**src/shared/tbops_pkg.sv**
```systemverilog
// Purpose: constants for the 10Base-T operations register block
// Assumes: 10 MHz sys_clk, management access by register index
// Notes: times are given in their own unit, cycle counts derived here
`default_nettype none
package tbops_pkg;
    // ********************************
    // register map
    // ********************************
    localparam logic [4:0] TBOPS_REG_INDEX = 5'h12;
    localparam int TBOPS_BIT_RJAB = 15;
    localparam int TBOPS_BIT_POL = 14;
    localparam int TBOPS_BIT_JAB_INH = 5;
    localparam int TBOPS_BIT_APOL_INH = 3;
    localparam int TBOPS_BIT_SQE_INH = 2;
    localparam int TBOPS_BIT_LLOSS_INH = 1;
    localparam int TBOPS_BIT_SQL_INH = 0;
    // writable bits 13:0, reserved bit 4 defaults to one
    localparam logic [13:0] TBOPS_CTRL_RESET = 14'h0010;

    // ********************************
    // timing
    // ********************************
    localparam int TBOPS_CLK_MHZ = 10;
    localparam int TBOPS_JABBER_TIME_US = 20000;
    localparam int TBOPS_JABBER_CYCLES = TBOPS_JABBER_TIME_US * TBOPS_CLK_MHZ;
    localparam int TBOPS_SQE_DELAY_NS = 800;
    localparam int TBOPS_SQE_WIDTH_NS = 1000;
    // least times, rounded up to whole cycles
    localparam int TBOPS_SQE_DELAY_CYC = (TBOPS_SQE_DELAY_NS * TBOPS_CLK_MHZ + 999) / 1000;
    localparam int TBOPS_SQE_WIDTH_CYC = (TBOPS_SQE_WIDTH_NS * TBOPS_CLK_MHZ + 999) / 1000;
    localparam logic [4:0] TBOPS_SQE_WIDTH = 5'(TBOPS_SQE_WIDTH_CYC);
    localparam logic [4:0] TBOPS_SQE_TOTAL = 5'(TBOPS_SQE_DELAY_CYC + TBOPS_SQE_WIDTH_CYC);

    // link establishment states
    typedef enum logic [1:0]
    {
        TBOPS_LNK_DOWN = 2'b00,
        TBOPS_LNK_WAIT_IDLE = 2'b01,
        TBOPS_LNK_UP = 2'b10
    } tbops_link_t;
endpackage // tbops_pkg
`default_nettype wire

```
**src/hdl/tbops_jab_timer.sv**
```systemverilog
// Purpose: activity length timer flagging a jabber condition
// Assumes: active already synchronised to sys_clk
// Notes: expired stays high until activity ends
`timescale 1ns/1ns
`default_nettype none
module tbops_jab_timer
    import tbops_pkg::*;
#(
    parameter logic [17:0] LIMIT = 18'(TBOPS_JABBER_CYCLES)
)
(
    input wire logic sys_clk,
    input wire logic rst,
    input wire logic active,
    output logic expired
);
    logic [17:0] count; // cycles of unbroken activity
    wire logic at_limit = (count >= LIMIT);

    // ********************************
    // counter, restarts on every gap
    // ********************************
    always_ff @(posedge sys_clk or posedge rst)
    begin
        if (rst)
        begin
            count <= 18'h00000;
            expired <= 1'b0;
        end
        else if (!active)
        begin
            count <= 18'h00000;
            expired <= 1'b0;
        end
        else
        begin
            // saturate so a long jabber never wraps
            if (!at_limit)
                count <= count + 18'h00001;
            expired <= at_limit;
        end
    end
endmodule // tbops_jab_timer
`default_nettype wire

```
**src/hdl/tbops_ctrl.sv**
```systemverilog
// Purpose: 10Base-T operations register with its monitor and control logic
// Assumes: management read is a start strobe, then a done strobe
// Notes: pin-side receive indications pass a two-flop synchroniser
`timescale 1ns/1ns
`default_nettype none
module tbops_ctrl
    import tbops_pkg::*;
#(
    parameter logic [17:0] JABBER_CYCLES = 18'(TBOPS_JABBER_CYCLES)
)
(
    input wire logic sys_clk,
    input wire logic rst,
    input wire logic [4:0] mgmt_addr,
    input wire logic mgmt_wr,
    input wire logic [15:0] mgmt_wdata,
    input wire logic mgmt_rd,
    input wire logic mgmt_rd_done,
    output logic [15:0] mgmt_rdata,
    input wire logic ten_mode,
    input wire logic full_duplex,
    input wire logic repeater_mode,
    input wire logic amdix_enabled,
    input wire logic tx_en,
    input wire logic rx_activity,
    input wire logic rx_pol_reversed,
    input wire logic rx_valid_data,
    input wire logic idle_pattern,
    input wire logic rx_link_fail,
    output logic sqe_collision,
    output logic tx_jabber,
    output logic polarity_correct,
    output logic link_pass
);
    // ********************************
    // pin synchronisers
    // ********************************
    wire logic [4:0] pin_raw = {rx_link_fail, idle_pattern, rx_valid_data, rx_pol_reversed, rx_activity};
    logic [4:0] sync_a; // first stage, read by second only
    logic [4:0] sync_b; // safe copies
    genvar gi;
    generate
        for (gi = 0; gi < 5; gi++)
        begin : g_sync
            always_ff @(posedge sys_clk or posedge rst)
            begin
                if (rst)
                begin
                    sync_a[gi] <= 1'b0;
                    sync_b[gi] <= 1'b0;
                end
                else
                begin
                    sync_a[gi] <= pin_raw[gi];
                    sync_b[gi] <= sync_a[gi];
                end
            end
        end
    endgenerate
    wire logic rx_act_s = sync_b[0];
    wire logic pol_rev_s = sync_b[1];
    wire logic valid_s = sync_b[2];
    wire logic idle_s = sync_b[3];
    wire logic fail_s = sync_b[4];

    // ********************************
    // register decode
    // ********************************
    logic [13:0] ctrl; // writable bits, reserved kept as written
    logic rjab; // latched remote jabber
    logic pol; // latched polarity reversal
    logic [1:0] snap; // latched bits returned by the open read
    wire logic hit = (mgmt_addr == TBOPS_REG_INDEX);
    wire logic wr_hit = mgmt_wr & hit;
    wire logic rd_hit = mgmt_rd & hit;
    wire logic jab_inh = ctrl[TBOPS_BIT_JAB_INH];
    wire logic apol_inh = ctrl[TBOPS_BIT_APOL_INH];
    wire logic sqe_inh = ctrl[TBOPS_BIT_SQE_INH];
    wire logic lloss_inh = ctrl[TBOPS_BIT_LLOSS_INH];
    wire logic sql_inh = ctrl[TBOPS_BIT_SQL_INH];

    // ********************************
    // jabber timers
    // ********************************
    logic rx_jab_exp; // receive path over the jabber limit
    logic tx_jab_exp; // transmit path over the jabber limit
    // same transmit criteria, applied to receive activity
    tbops_jab_timer #(.LIMIT(JABBER_CYCLES)) u_rx_jab
    (
        .sys_clk(sys_clk),
        .rst(rst),
        .active(rx_act_s & ten_mode),
        .expired(rx_jab_exp)
    );
    tbops_jab_timer #(.LIMIT(JABBER_CYCLES)) u_tx_jab
    (
        .sys_clk(sys_clk),
        .rst(rst),
        .active(tx_en & ten_mode),
        .expired(tx_jab_exp)
    );

    // latched status sources, only in 10Base-T mode
    wire logic rjab_set = rx_jab_exp & ten_mode;
    wire logic pol_set = pol_rev_s & ten_mode;
    // a bit clears only if it went out in the finished read
    wire logic rjab_clr = mgmt_rd_done & snap[1];
    wire logic pol_clr = mgmt_rd_done & snap[0];
    wire logic [15:0] rd_word = {rjab, pol, ctrl};

    // ********************************
    // control and status storage
    // ********************************
    // control bits change only on a write, never from suppression
    always_ff @(posedge sys_clk or posedge rst)
    begin
        if (rst)
            ctrl <= TBOPS_CTRL_RESET;
        else if (wr_hit)
            ctrl <= mgmt_wdata[13:0];
    end

    // set wins over clear, so an event during a read survives
    always_ff @(posedge sys_clk or posedge rst)
    begin
        if (rst)
        begin
            rjab <= 1'b0;
            pol <= 1'b0;
        end
        else
        begin
            rjab <= rjab_set | (rjab & ~rjab_clr);
            pol <= pol_set | (pol & ~pol_clr);
        end
    end

    // read data and snapshot of what was returned
    always_ff @(posedge sys_clk or posedge rst)
    begin
        if (rst)
        begin
            mgmt_rdata <= 16'h0000;
            snap <= 2'b00;
        end
        else if (rd_hit)
        begin
            mgmt_rdata <= rd_word;
            // an event on the snapshot edge itself is not yet reported
            snap <= {rjab & ~rjab_set, pol & ~pol_set};
        end
        else if (mgmt_rd_done)
            snap <= 2'b00;
        else
            // a fresh event while the read is open must survive its close
            snap <= snap & ~{rjab_set, pol_set};
    end

    // ********************************
    // transmit jabber and polarity
    // ********************************
    // remote jabber drives nothing here, it is only reported
    always_ff @(posedge sys_clk or posedge rst)
    begin
        if (rst)
        begin
            tx_jabber <= 1'b0;
            polarity_correct <= 1'b0;
        end
        else
        begin
            tx_jabber <= ten_mode & ~jab_inh & tx_jab_exp;
            // crossover search stalls on an inverted cable
            polarity_correct <= ten_mode & pol_rev_s & ~apol_inh & ~amdix_enabled;
        end
    end

    // ********************************
    // SQE test
    // ********************************
    logic tx_en_q; // previous transmit enable
    logic [4:0] sqe_cnt; // delay then pulse, counting down
    wire logic tx_fall = tx_en_q & ~tx_en;
    wire logic sqe_allow = ten_mode & ~sqe_inh & ~full_duplex & ~repeater_mode;
    wire logic sqe_busy = (sqe_cnt != 5'h00);
    wire logic sqe_in_pulse = sqe_busy & (sqe_cnt <= TBOPS_SQE_WIDTH);

    always_ff @(posedge sys_clk or posedge rst)
    begin
        if (rst)
        begin
            tx_en_q <= 1'b0;
            sqe_cnt <= 5'h00;
            sqe_collision <= 1'b0;
        end
        else
        begin
            tx_en_q <= tx_en;
            if (tx_fall & sqe_allow)
                sqe_cnt <= TBOPS_SQE_TOTAL;
            else if (sqe_busy)
                sqe_cnt <= sqe_cnt - 5'h01;
            // mode change mid test cuts the pulse at once
            sqe_collision <= sqe_in_pulse & sqe_allow;
        end
    end

    // ********************************
    // link establishment
    // ********************************
    tbops_link_t link_st; // link integrity state
    tbops_link_t next_link_st; // next state
    always_comb
    begin
        next_link_st = link_st;
        unique case (link_st)
            TBOPS_LNK_DOWN:
                if (valid_s)
                    next_link_st = sql_inh ? TBOPS_LNK_WAIT_IDLE : TBOPS_LNK_UP;
            TBOPS_LNK_WAIT_IDLE:
                if (fail_s)
                    next_link_st = TBOPS_LNK_DOWN;
                else if (idle_s)
                    next_link_st = TBOPS_LNK_UP;
            TBOPS_LNK_UP:
                if (fail_s)
                    next_link_st = TBOPS_LNK_DOWN;
            default:
                next_link_st = TBOPS_LNK_DOWN;
        endcase
        if (!ten_mode)
            next_link_st = TBOPS_LNK_DOWN;
    end

    always_ff @(posedge sys_clk or posedge rst)
    begin
        if (rst)
        begin
            link_st <= TBOPS_LNK_DOWN;
            link_pass <= 1'b0;
        end
        else
        begin
            link_st <= next_link_st;
            link_pass <= ten_mode & (lloss_inh | (link_st == TBOPS_LNK_UP));
        end
    end
endmodule // tbops_ctrl
`default_nettype wire

```
**config.mk**
```make
export PLATFORM = sky130hd
export DESIGN_NAME = tbops_ctrl
export DESIGN_NICKNAME = d
export VERILOG_FILES = /design/src/shared/tbops_pkg.sv /design/src/hdl/tbops_jab_timer.sv /design/src/hdl/tbops_ctrl.sv
export SDC_FILE = /design/constraint.sdc
export NUM_CORES = 1
export LEC_CHECK = 0
export BUFFER_PORTS_ARGS = -buffer_cell sky130_fd_sc_hd__buf_2
export CAP_MARGIN = 20
export CORE_MARGIN = 10
export CORE_UTILIZATION = 34
export CTS_BUF_LIST = sky130_fd_sc_hd__clkbuf_16
export CTS_CLUSTER_SIZE = 12
export DETAILED_ROUTE_END_ITERATION = 16
export PLACE_DENSITY = 0.57
export REMOVE_ABC_BUFFERS = 1
export SLEW_MARGIN = 0
export SYNTH_ARGS = -nofsm -noshare
export SYNTH_HDL_FRONTEND = slang
export SYNTH_SLANG_ARGS = --single-unit
```
**constraint.sdc**
```tcl
create_clock -name sys_clk -period 3.15 [get_ports sys_clk]
set_clock_uncertainty 0.05 [all_clocks]
set_input_delay 0.315 -clock sys_clk [delete_from_list [all_inputs] [get_ports sys_clk]]
set_output_delay 0.315 -clock sys_clk [all_outputs]
set_load 0.1 [all_outputs]
```
==> metrics.md, run 1 <==
| Metric | Value |
|---|---|
| Leakage power | 2.31 nW |
| Commonest non-fill, non-tap cell in the layout | dfrtp_1 |
| Cts repair resizes | 0 |
| Post-Route WL | 9390 um |
| Remaining antenna violation count | 0 |
| CTS sink cnt | 94 |
| Synth area leader | dfrtp_1 |
| FP Rows | 41 |
| Drt first pass iters | 6 |
| Via count | 3,291 |
| NumNets Final | 526 |
| Port Buf Inserts | 53 |
| Post-route cell area | 5130 um^2 |
| Distinct cells, synth | 51 |
| Vert. Die Dim | 134 um |
| Later-pin clock latency in the skew report | 0.34 ns |
| GR Util All Layers | 10.7% |
| Post-layout util | 40.5% |
| Period utilization | 63.2% |
| Max Clk Rate | 502 MHz |
| Share of layout cells above drive strength 1 | 20.2% |
| Hpwl dp | 6720 um |
| CP Capture Type | flop |
| Final worst path period need | 1.99 ns |
| PwrDens | 569 nW/um^2 |
| Mapped Area | 4410 um^2 |
| Clk root buf | clkbuf_16 |
| Synth area leaders | dfrtp_1 53%, nand2_1 7.7%, mux2i_1 4.3% |
| Endpoints failing setup | 0 |
| Vias per cell | 4.98 |
| Worst vdd ir | 0.225 mV |
| CTS tree | yes |
| CP Buf/Inv Count | 1 |
| Post-synth ARST share | 100% |
| Area delta synth->final | 16.2% |
| Hold_buf cts | 0 |
| Initial cell density of the core | 34.8% |
| Cells along the critical path | nor4_4, o21ai_0, buf_4, a211oi_2, mux2i_1 |
| Setup_tns | 0 ns |
| Core Footprint | 12,700 um^2 |
| TritonCTS Buffers | 9 |
| First-pass GRT wire length | 16,000 um |
| Slowest Stage Delay on Critical Path | 0.43 ns |
| YS warnings | 0 |
| DR DRC count | 0 |
| Hold slack | 0.00935 ns |
| Diodes inserted | 0 |
| Required time worst endpoint | 3.36 ns |
| Max H-tree Level | 3 |
| Status | complete, no violations |
| Synth Instances | 432 |
| Crit-path max FO | 6 |
| Clk pin slew, worst setup/hold paths | 0.06 ns |
| Final Hold Fails | 0 |
| CP delay by family, top | compound AO/OA/AOI/OAI gates |
| Post-CTS Setup Inserts | 0 |
| Commonest non-fill, non-tap cells in the layout | 93 x dfrtp_1, 90 x nand2_1, 53 x buf_2, 30 x a21oi_1, 19 x mux2i_1 |
| Remaining global-route overflow | 0 |
| Max_cap viols | 0 |
| Flops & latches, synth | 94 |
| Number of global-route vias before repair | 3,171 |
| Critical path class | flop to flop |
| 1st-iter DRT viols | 313 |
| Number of flops mapped to enable cells by yosys | 0 |
| Fin. max-slew vios | 0 |
| RSZ-0062 raised after global routing | false |
| Avg Inst Size Synth | 10.2 um^2 |
| GP Congestion | 0.792 |
| Worst setup SP type | flop |
| Die area | 17,900 um^2 |
| DP Area | 4860 um^2 |
| Max_slew headroom | 38.6% |
| Pin count of the biggest net entering global routing | 50 |
| Post-synthesis sequential area ratio | 53.4% |
| Fraction of synthesized cell area taken by the top area cell type | 52.8% |
| Dominant synthesized flop cell | dfrtp_1 |
| Clock buffer depth | 2 |
| Initial antenna violation count | 0 |
| Class of the worst hold path | primary input to asynchronous set/reset pin |
| Worst-margin pin slew | 0.914 ns |
| WP data arrival | 2.20 ns |
| I/O pin cnt | 56 |
| Critical path's slowest cell | dfrtp_1 |
| Drt wl/cell | 14.2 um |
| Die X | 134 um |
## per-layer routing
layer	vias to the layer above	wire (um)	global-route usage, %
met5	-	0	0
met4	0	121	3.87
met1	1570	4700	14.9
met2	93	3960	15.3
met3	8	618	3.40
li1	1620	-	-
## path summary, 6_finish.rpt
path | start | endpoint | slack [ns] | depth (start not counted)
worst max-delay path | u_tx_jab.count[12] | u_tx_jab.count[12] | 1.16 | 5
worst min-delay path | rst | sync_a[0] | 0.009 | 2
worst max register to register | u_tx_jab.count[12] | u_tx_jab.count[12] | 1.16 | 5
worst min register to register | sync_a[2] | valid_s | 0.30 | 0
max in group asynchronous | rst | ctrl[12] | 2.30 | 3
min in group sys_clk | rx_pol_reversed | sync_a[1] | 0.02 | 1
## state kept, by name, indices dropped and copies added (netlist names), 2 cells and up
name / cells
mgmt_rdata: 16
u_rx_jab.count: 18
snap: 2
sqe_cnt: 5
ctrl: 14
sync_a: 5
link_st: 2
u_tx_jab.count: 18
## cell usage after synthesis, types with 7 or more instances
| library cell | instances |
|---|---|
| dfrtp_1 | 93 |
| nand2_1 | 90 |
| a21oi_1 | 30 |
| mux2i_1 | 19 |
| nand2b_1 | 18 |
| nand3_1 | 17 |
| mux2_2 | 14 |
| o21ai_0 | 14 |
| nor2_1 | 11 |
| nor3_1 | 11 |
| inv_1 | 10 |
| clkbuf_1 | 9 |
| nand4_1 | 9 |
| and3_1 | 7 |
## power by group
| part | internal [mW] | switching (mW) |
|---|---|---|
| registers | 1.32 | 0.0742 |
| clock network | 0.532 | 0.458 |
| logic | 0.162 | 0.375 |
| total | 2.01 | 0.907 |
## metrics by stage
stage | setup WS [ns] | cells | power, mW
global route | 1.00 | 661 | 3.07
CTS | 1.14 | 661 | 2.96
finish | 1.16 | 661 | 2.92
floorplan | 0.338 | 416 | 1.83
global placement | 1.18 | 645 | 1.94
detailed placement | 1.14 | 645 | 1.96
## layout make-up
cell class / count / area [um^2]
Timing Repair Buffer: 57 / 295
Sequential cell: 94 / 2350
Clock inverter: 7 / 45.0
Fill cell: 1244 / 7540
Clock buffer: 9 / 225
Tap cell: 172 / 215
Inverter: 10 / 40.0
Multi-Input combinational cell: 312 / 1950
## cell families after synthesis
family	count (synthesis)	synth area share, %
adder cells (fa/ha/maj)	6	1.70
AND/OR/NAND/NOR	199	23.6
buffers and inverters	26	2.38
AO/OA/AOI/OAI	72	10.6
XOR/XNOR	2	0.397
flip-flops	94	53.4
multiplexers	33	7.89
## worst reg2reg max path, delay by kind of cell (launching register included)
| kind | cells | cell delay, ns |
|---|---|---|
| AOI/OAI and AO/OA | 2 | 0.58 |
| buffers and inverters | 1 | 0.27 |
| muxes | 1 | 0.20 |
| and+or+nand+nor | 1 | 0.39 |
| DFF | 1 | 0.43 |
No activity file was read; power rests on OpenSTA's default activity.
==> run 2, diff against run 1 <==
--- a/config.mk
+++ b/config.mk
@@ -5,6 +5,7 @@
 export SDC_FILE = /design/constraint.sdc
 export NUM_CORES = 1
 export LEC_CHECK = 0
+export ABC_AREA = 1
 export BUFFER_PORTS_ARGS = -buffer_cell sky130_fd_sc_hd__buf_2
 export CAP_MARGIN = 20
 export CORE_MARGIN = 10
@@ -12,7 +13,7 @@
 export CTS_BUF_LIST = sky130_fd_sc_hd__clkbuf_16
 export CTS_CLUSTER_SIZE = 12
 export DETAILED_ROUTE_END_ITERATION = 16
-export PLACE_DENSITY = 0.57
+export PLACE_DENSITY = 0.56
 export REMOVE_ABC_BUFFERS = 1
 export SLEW_MARGIN = 0
 export SYNTH_ARGS = -nofsm -noshare
==> constraint.sdc (replaced) <==
create_clock -name sys_clk -period 2 [get_ports sys_clk]
set_clock_uncertainty 0.05 [all_clocks]
set_input_delay 0.2 -clock sys_clk [delete_from_list [all_inputs] [get_ports sys_clk]]
set_output_delay 0.2 -clock sys_clk [all_outputs]
set_load 0.1 [all_outputs]
==> run 2 against run 1 <==
Effect of this change:
- design area up 6.7%
- register-to-register slack worse by 0.72 ns
- sequential share of layout area down 2.9 points
- via count up 16%
- die area up 5.7%
- clock-buffer cell count unchanged
- sequential power up 56%
- power up 57%
- global-route usage down 0.068 points
==> metrics.md, run 2 <==
| Metric | Value |
|---|---|
| Status | complete, no violations |
| Core Footprint | 13,400 um^2 (+5.8%) |
| Die X | 138 um (+2.8%) |
| Initial antenna violation count | 0 (unchanged) |
| R2r endpoint | u_rx_jab.count[16] |
| Port Buf Inserts | 53 (unchanged) |
| Pin count of the biggest net entering global routing | 47 (-6.0%) |
| Clk root buf | clkbuf_16 |
| Hold path start | mgmt_wdata[4] |
| PwrDens | 837 nW/um^2 (+47%) |
| Post-synth ARST share | 100% (unchanged) |
| Int Power | 3.14 mW (+56%) |
| 1st-iter DRT viols | 151 (-52%) |
| Class of the worst hold path | primary input to flop |
| Register Area | 2350 um^2 (unchanged) |
| First-pass GRT wire length | 16,800 um (+4.9%) |
| Distinct cells, synth | 38 (-25%) |
| Post-Route WL | 10,000 um (+6.5%) |
| Max Clk Rate | 640 MHz (+27%) |
| WHS Path Cells | 3 |
| R2r worst-path depth | 6 (+1) |
| Drt wl/cell | 12.1 um (-15%) |
| Share of layout cells above drive strength 1 | 17.9% (-2.4 points) |
| Diodes inserted | 0 (unchanged) |
| RSZ-0062 raised after global routing | false |
| Critical path's slowest cell | dfrtp_1 |
| Most common cell in the netlist | nand2_1 |
| Fraction of synthesized cell area taken by the top area cell type | 49.4% (-3.3 points) |
| Area of the multi-input gates | 1940 um^2 (-0.83%) |
| Place WS | 0.428 ns (-0.715 ns) |
| Setup_tns | 0 ns (unchanged) |
| Final Hold Fails | 0 (unchanged) |
| Synth Instances | 584 (+35%) |
| I/O pin cnt | 56 (unchanged) |
| Worst Slack Setup Final | 0.437 ns (-0.721 ns) |
| Initial cell density of the core | 35.1% (+0.32 points) |
| CP delay by family, top | simple AND/OR/NAND/NOR gates |
| Sw Pwr | 1.44 mW (+59%) |
| Area delta synth->final | 16.2% (about the same) |
| Critical path class | flop to flop |
| Vert. Die Dim | 138 um (+2.8%) |
| Flops & latches, synth | 94 (unchanged) |
| Later-pin clock latency in the skew report | 0.33 ns (about the same) |
| Worst vdd ir | 0.546 mV (+140%) |
| Dominant synthesized flop cell | dfrtp_1 |
| Hold Path End | ctrl[4] |
| GR Util All Layers | 10.7% (-0.068 points) |
| Post-synthesis sequential area ratio | 50.0% (-3.4 points) |
| DP Area | 5120 um^2 (+5.4%) |
| GP Congestion | 0.830 (+4.8%) |
| Vias per cell | 4.62 (-7.3%) |
| Synth area leaders | dfrtp_1 49%, nand2_1 15%, inv_1 5.8% |
| Fin. max-slew vios | 0 (unchanged) |
| Final Power | 4.58 mW (+57%) |
| YS warnings | 0 (unchanged) |
| Post-Layout Cell Count | 825 (+25%) |
| Slowest Stage Delay on Critical Path | 0.38 ns (-0.05 ns) |
| Hpwl dp | 7260 um (+8.0%) |
| Reg power frac | 47.4% (-0.3 points) |
| Synth area leader | dfrtp_1 |
| TritonCTS Buffers | 9 (unchanged) |
| CP Capture Type | flop |
| Post-CTS Setup Inserts | 0 (unchanged) |
| Remaining global-route overflow | 0 (unchanged) |
| Commonest non-fill, non-tap cell in the layout | nand2_1 |
| CTS sink cnt | 94 (unchanged) |
| Placed insts | 801 (+24%) |
| Reg2reg start | u_rx_jab.count[0] |
| Final worst path period need | 1.56 ns (-0.429 ns) |
| Reg2Reg Setup Slack | 0.44 ns (-0.72 ns) |
| Cells along the critical path | ha_1, nand3_1, nor2_1, nand4_1, nand3_1, nand2_1 |
| Remaining antenna violation count | 0 (unchanged) |
| Endpoints failing setup | 0 (unchanged) |
| Max H-tree Level | 3 (unchanged) |
| Worst setup SP type | flop |
| Commonest non-fill, non-tap cells in the layout | 182 x nand2_1, 93 x dfrtp_1, 73 x inv_1, 53 x buf_2, 51 x nand3_1 |
| FP Rows | 42 (+2.4%) |
| Post-route cell area | 5470 um^2 (+6.7%) |
| Drt first pass iters | 4 (-2) |
| Clock buffer depth | 2 (unchanged) |
| Most frequent cell on the critical path | nand3_1 |
| Required time worst endpoint | 2.16 ns (-1.20 ns) |
| Period utilization | 78.2% (+15 points) |
| DR DRC count | 0 (unchanged) |
| Die area | 19,000 um^2 (+5.7%) |
| Via count | 3,809 (+16%) |
| Sw frac | 31.5% (+0.47 points) |
| Clock share of power | 33.9% (about the same) |
| Crit-path max FO | 5 (-1) |
| Avg Inst Size Synth | 8.06 um^2 (-21%) |
| CP Buf/Inv Count | 0 (-1) |
| WP data arrival | 1.72 ns (-0.48 ns) |
| Combinational share of power | 18.7% (+0.3 points) |
| Worst-margin pin slew | 0.552 ns (-0.362 ns) |
| Synth cell count leaders | 182 x nand2_1, 93 x dfrtp_1, 73 x inv_1 |
| NumNets Final | 686 (+30%) |
| Largest registers | u_rx_jab.count: 18 flops, u_tx_jab.count: 18 flops, mgmt_rdata: 16 flops |
| Mapped Area | 4710 um^2 (+6.7%) |
| Clk pin slew, worst setup/hold paths | 0.06 ns (about the same) |
| Max_slew headroom | 63.2% (+25 points) |
| CTS tree | yes |
| Layout fillers | 1,351 (+8.6%) |
| Number of flops mapped to enable cells by yosys | 0 (unchanged) |
| Number of global-route vias before repair | 3,616 (+14%) |
| Leakage power | 2.92 nW (+26%) |
| Max_cap viols | 0 (unchanged) |
## run 2: cell types whose count changed in the layout (fill, tap and decap cells not counted), sizes merged, moves of 14 or more
cell,before,now
mux2,14,0
nand3,17,58
mux2i,19,0
a21oi,30,6
nand2,90,193
nor2,11,50
o21ai,14,39
nand2b,18,0
inv,13,81
## run 2: power groups by stage
stage	Clock, mW	Sequential (mW)	Combinational [mW]
2_1_floorplan	0	2.52	0.341
3_3_place_gp	0	2.20	0.839
3_5_place_dp	0	2.20	0.858
4_1_cts	1.61	2.17	0.873
5_1_grt	1.70	2.19	0.948
6_report	1.55	2.17	0.859
## run 2: worst max path at each step
stage	start	to	slack, ns	depth (start not counted)
detailed placement	u_rx_jab.count[0]	u_rx_jab.count[16]	0.43	6
finish	u_rx_jab.count[0]	u_rx_jab.count[16]	0.44	6
floorplan	rst	ctrl[0]	-0.70	1
global route	u_rx_jab.count[1]	u_rx_jab.count[16]	0.27	6
global placement	ten_mode	u_rx_jab.count[13]	0.45	7
CTS	u_rx_jab.count[0]	u_rx_jab.count[16]	0.42	6
## run 2: per-stage QoR
step / hold WS (ns) / util [%]
6_report: 0.0434 / 40.8
5_1_grt: 0.0484 / 40.8
4_1_cts: 0.0378 / 40.8
3_5_place_dp: 0.200 / 38.2
3_3_place_gp: 0.204 / 38.2
2_1_floorplan: 0.181 / -
## run 2: cells by family (layout without fill, tap and decap cells)
kind of cell	Yosys count	after routing	share of synthesized area, %
compound gates	51	51	6.22
xor+xnor	3	3	0.558
fa+ha+maj	6	6	1.59
buf+inv	95	160	8.88
flops	94	94	50.0
simple gates	335	335	32.7
## run 2: area by class of cell
class	instances	area share [%]
multi-input cells	395	35.4
flip-flops and latches	94	43.0
inverters	80	5.63
repair buffers	64	6.95
clock buffers	9	4.12
well taps	176	4.02
clock inverters	7	0.892
## run 2: tightest hold or removal path: stages
cell and delay, ns:
buf_2 0.10, inv_1 0.04, o21ai_0 0.07
## run 2: what timing repair did
action                                  4_1_cts  5_1_grt
hold buffers                                  8        0
endpoints found under the hold margin        37        0
endpoints found under the setup margin        0        0
gates resized for setup                       0        0
## run 2: routing by layer
| metal | track usage (%) | share of wire, % |
|---|---|---|
| met1 | 14.0 | 50 |
| met4 | 3.22 | 1.3 |
| met5 | 0 | 0 |
| met2 | 17.1 | 43 |
| met3 | 2.51 | 5.9 |
==> run 3, diff against run 2 <==
--- a/config.mk
+++ b/config.mk
@@ -13,7 +13,7 @@
 export CTS_BUF_LIST = sky130_fd_sc_hd__clkbuf_16
 export CTS_CLUSTER_SIZE = 12
 export DETAILED_ROUTE_END_ITERATION = 16
-export PLACE_DENSITY = 0.56
+export PLACE_DENSITY = 0.58
 export REMOVE_ABC_BUFFERS = 1
 export SLEW_MARGIN = 0
 export SYNTH_ARGS = -nofsm -noshare
==> constraint.sdc (replaced) <==
create_clock -name sys_clk -period 1.4 [get_ports sys_clk]
set_clock_uncertainty 0.05 [all_clocks]
set_input_delay 0.14 -clock sys_clk [delete_from_list [all_inputs] [get_ports sys_clk]]
set_output_delay 0.14 -clock sys_clk [all_outputs]
set_load 0.1 [all_outputs]
==> run 3 against run 2 <==
Effect of this change:
- non-clock buffer count increased by 70
- cell count grew 8.7%
- sequential cell count unchanged
- register-to-register slack got worse by 0.40 ns
- global-route usage increased by 1.6 points
- sequential power increased by 43%
- maximum frequency rose by 15%
- design area is 16% higher
- worst setup slack got worse by 0.40 ns
- clock-buffer cell count unchanged
- power up 53%
==> metrics.md, run 3 (synthesis results as in run 2) <==
| Metric | Value |
|---|---|
| Final worst path period need | 1.36 ns (-0.204 ns) |
| Vias per cell | 4.70 (+1.8%) |
| Critical path class | flop to flop |
| Class of the worst hold path | primary input to flop |
| Max_cap viols | 0 (unchanged) |
| Worst-margin pin slew | 0.505 ns (-0.0470 ns) |
| DR DRC count | 0 (unchanged) |
| Remaining global-route overflow | 0 (unchanged) |
| Required time worst endpoint | 1.59 ns (-0.57 ns) |
| Place WS | -0.00306 ns (-0.431 ns) |
| Clk pin slew, worst setup/hold paths | 0.07 ns (about the same) |
| Later-pin clock latency in the skew report | 0.34 ns (about the same) |
| Pin count of the biggest net entering global routing | 42 (-11%) |
| Worst vdd ir | 0.517 mV (-5.3%) |
| Die X | 138 um (unchanged) |
| Final Hold Fails | 0 (unchanged) |
| Endpoints failing setup | 0 (unchanged) |
| Post-route cell area | 6340 um^2 (+16%) |
| Drt first pass iters | 5 (+1) |
| CTS sink cnt | 94 (unchanged) |
| Max_slew headroom | 66.6% (+3.4 points) |
| DP Area | 5580 um^2 (+9.0%) |
| Placed insts | 856 (+6.9%) |
| Fin. max-slew vios | 0 (unchanged) |
| Share of layout cells above drive strength 1 | 32.2% (+14 points) |
| Post-Route WL | 11,500 um (+15%) |
| Max H-tree Level | 3 (unchanged) |
| Period utilization | 97.1% (+19 points) |
| Core Footprint | 13,400 um^2 (unchanged) |
| Clock buffer depth | 2 (unchanged) |
| CP Capture Type | flop |
| Commonest non-fill, non-tap cells in the layout | 173 x nand2_1, 86 x dfrtp_1, 68 x inv_1, 62 x buf_4, 53 x buf_2 |
| NumNets Final | 758 (+10%) |
| Largest registers | u_rx_jab.count: 18 flops, u_tx_jab.count: 18 flops, mgmt_rdata: 16 flops |
| Initial cell density of the core | 35.1% (unchanged) |
| Status | complete, no violations |
| Post-Layout Cell Count | 897 (+8.7%) |
| Number of global-route vias before repair | 4,165 (+15%) |
| Diodes inserted | 0 (unchanged) |
| GR Util All Layers | 12.3% (+1.6 points) |
| Clk root buf | clkbuf_16 |
| Via count | 4,216 (+11%) |
| Leakage power | 3.36 nW (+15%) |
| Commonest non-fill, non-tap cell in the layout | nand2_1 |
| First-pass GRT wire length | 19,100 um (+14%) |
| Worst setup SP type | flop |
| Crit-path max FO | 5 (unchanged) |
| RSZ-0062 raised after global routing | true |
| Port Buf Inserts | 53 (unchanged) |
| Hpwl dp | 8110 um (+12%) |
| CTS tree | yes |
| Layout fillers | 1,294 (-4.2%) |
| Drt wl/cell | 12.9 um (+6.1%) |
| Worst Slack Setup Final | 0.0406 ns (-0.396 ns) |
| Max Clk Rate | 736 MHz (+15%) |
| Remaining antenna violation count | 0 (unchanged) |
| WP data arrival | 1.55 ns (-0.17 ns) |
| GP Congestion | 0.891 (+7.3%) |
| Area delta synth->final | 34.8% |
| TritonCTS Buffers | 9 (unchanged) |
| Initial antenna violation count | 0 (unchanged) |
| Final Power | 7.02 mW (+53%) |
| I/O pin cnt | 56 (unchanged) |
| FP Rows | 42 (unchanged) |
| 1st-iter DRT viols | 371 (+150%) |
| Die area | 19,000 um^2 (unchanged) |
| Vert. Die Dim | 138 um (unchanged) |
| PwrDens | 1110 nW/um^2 (+32%) |
| Setup_tns | 0 ns (unchanged) |
## run 3: cell type report
class | count | area, um^2 | share of cell area, %
repair buffers | 134 | 985 | 15.5
clock buffers | 9 | 225 | 3.55
clock inverters | 7 | 75.1 | 1.18
well taps | 176 | 220 | 3.47
inverters | 80 | 308 | 4.85
multi-input cells | 397 | 2170 | 34.2
flip-flops and latches | 94 | 2360 | 37.2
## run 3: worst paths after layout
path                                    startpoint                 end  slack (ns)  cells past startpoint
min in group asynchronous                      rst  u_rx_jab.count[13]        0.28                      3
worst min-delay path                mgmt_wdata[13]            ctrl[13]        0.01                      3
worst min register to register           sync_a[2]             valid_s        0.30                      0
max in group asynchronous                      rst   u_tx_jab.count[5]        0.46                      4
worst max register to register  u_tx_jab.count[14]  u_tx_jab.count[14]        0.04                      8
worst max-delay path            u_tx_jab.count[14]  u_tx_jab.count[14]        0.04                      8
## run 3: timing repair
item	4_1_cts	5_1_grt
pin swaps	0	22
buffers inserted	0	13
cloned	0	2
resized for setup	3	68
endpoints found under the hold margin	33	0
endpoints found under the setup margin	4	39
hold buffers	10	0
## run 3: per-layer routing
layer | track usage [%] | wire length (um)
met2 | 20.0 | 5320
met1 | 15.6 | 5340
met5 | 0 | 0
met3 | 1.97 | 639
met4 | 6.03 | 238
## run 3: through the flow
stage / utilization (%) / hold WS, ns
final: 47.3 / 0.0111
after global routing: 47.3 / 0.0131
after CTS: 44.7 / 0.00388
after detailed placement: 41.6 / 0.132
after global placement: 41.6 / 0.124
after floorplan: - / 0.121
## run 3: power breakdown
part,switching [mW],internal (mW),total (mW)
Sequential,0.144,2.96,3.10
Clock,1.08,1.39,2.47
Combinational,1.01,0.428,1.44
## run 3: critical path: stages (launching register included)
cell	delay [ns]
dfrtp_1	0.38
or2_1	0.23
nor2_2	0.13
nand2_4	0.10
nand2_8	0.10
buf_4	0.13
nand3_2	0.05
nand2_1	0.05
nor2_1	0.04
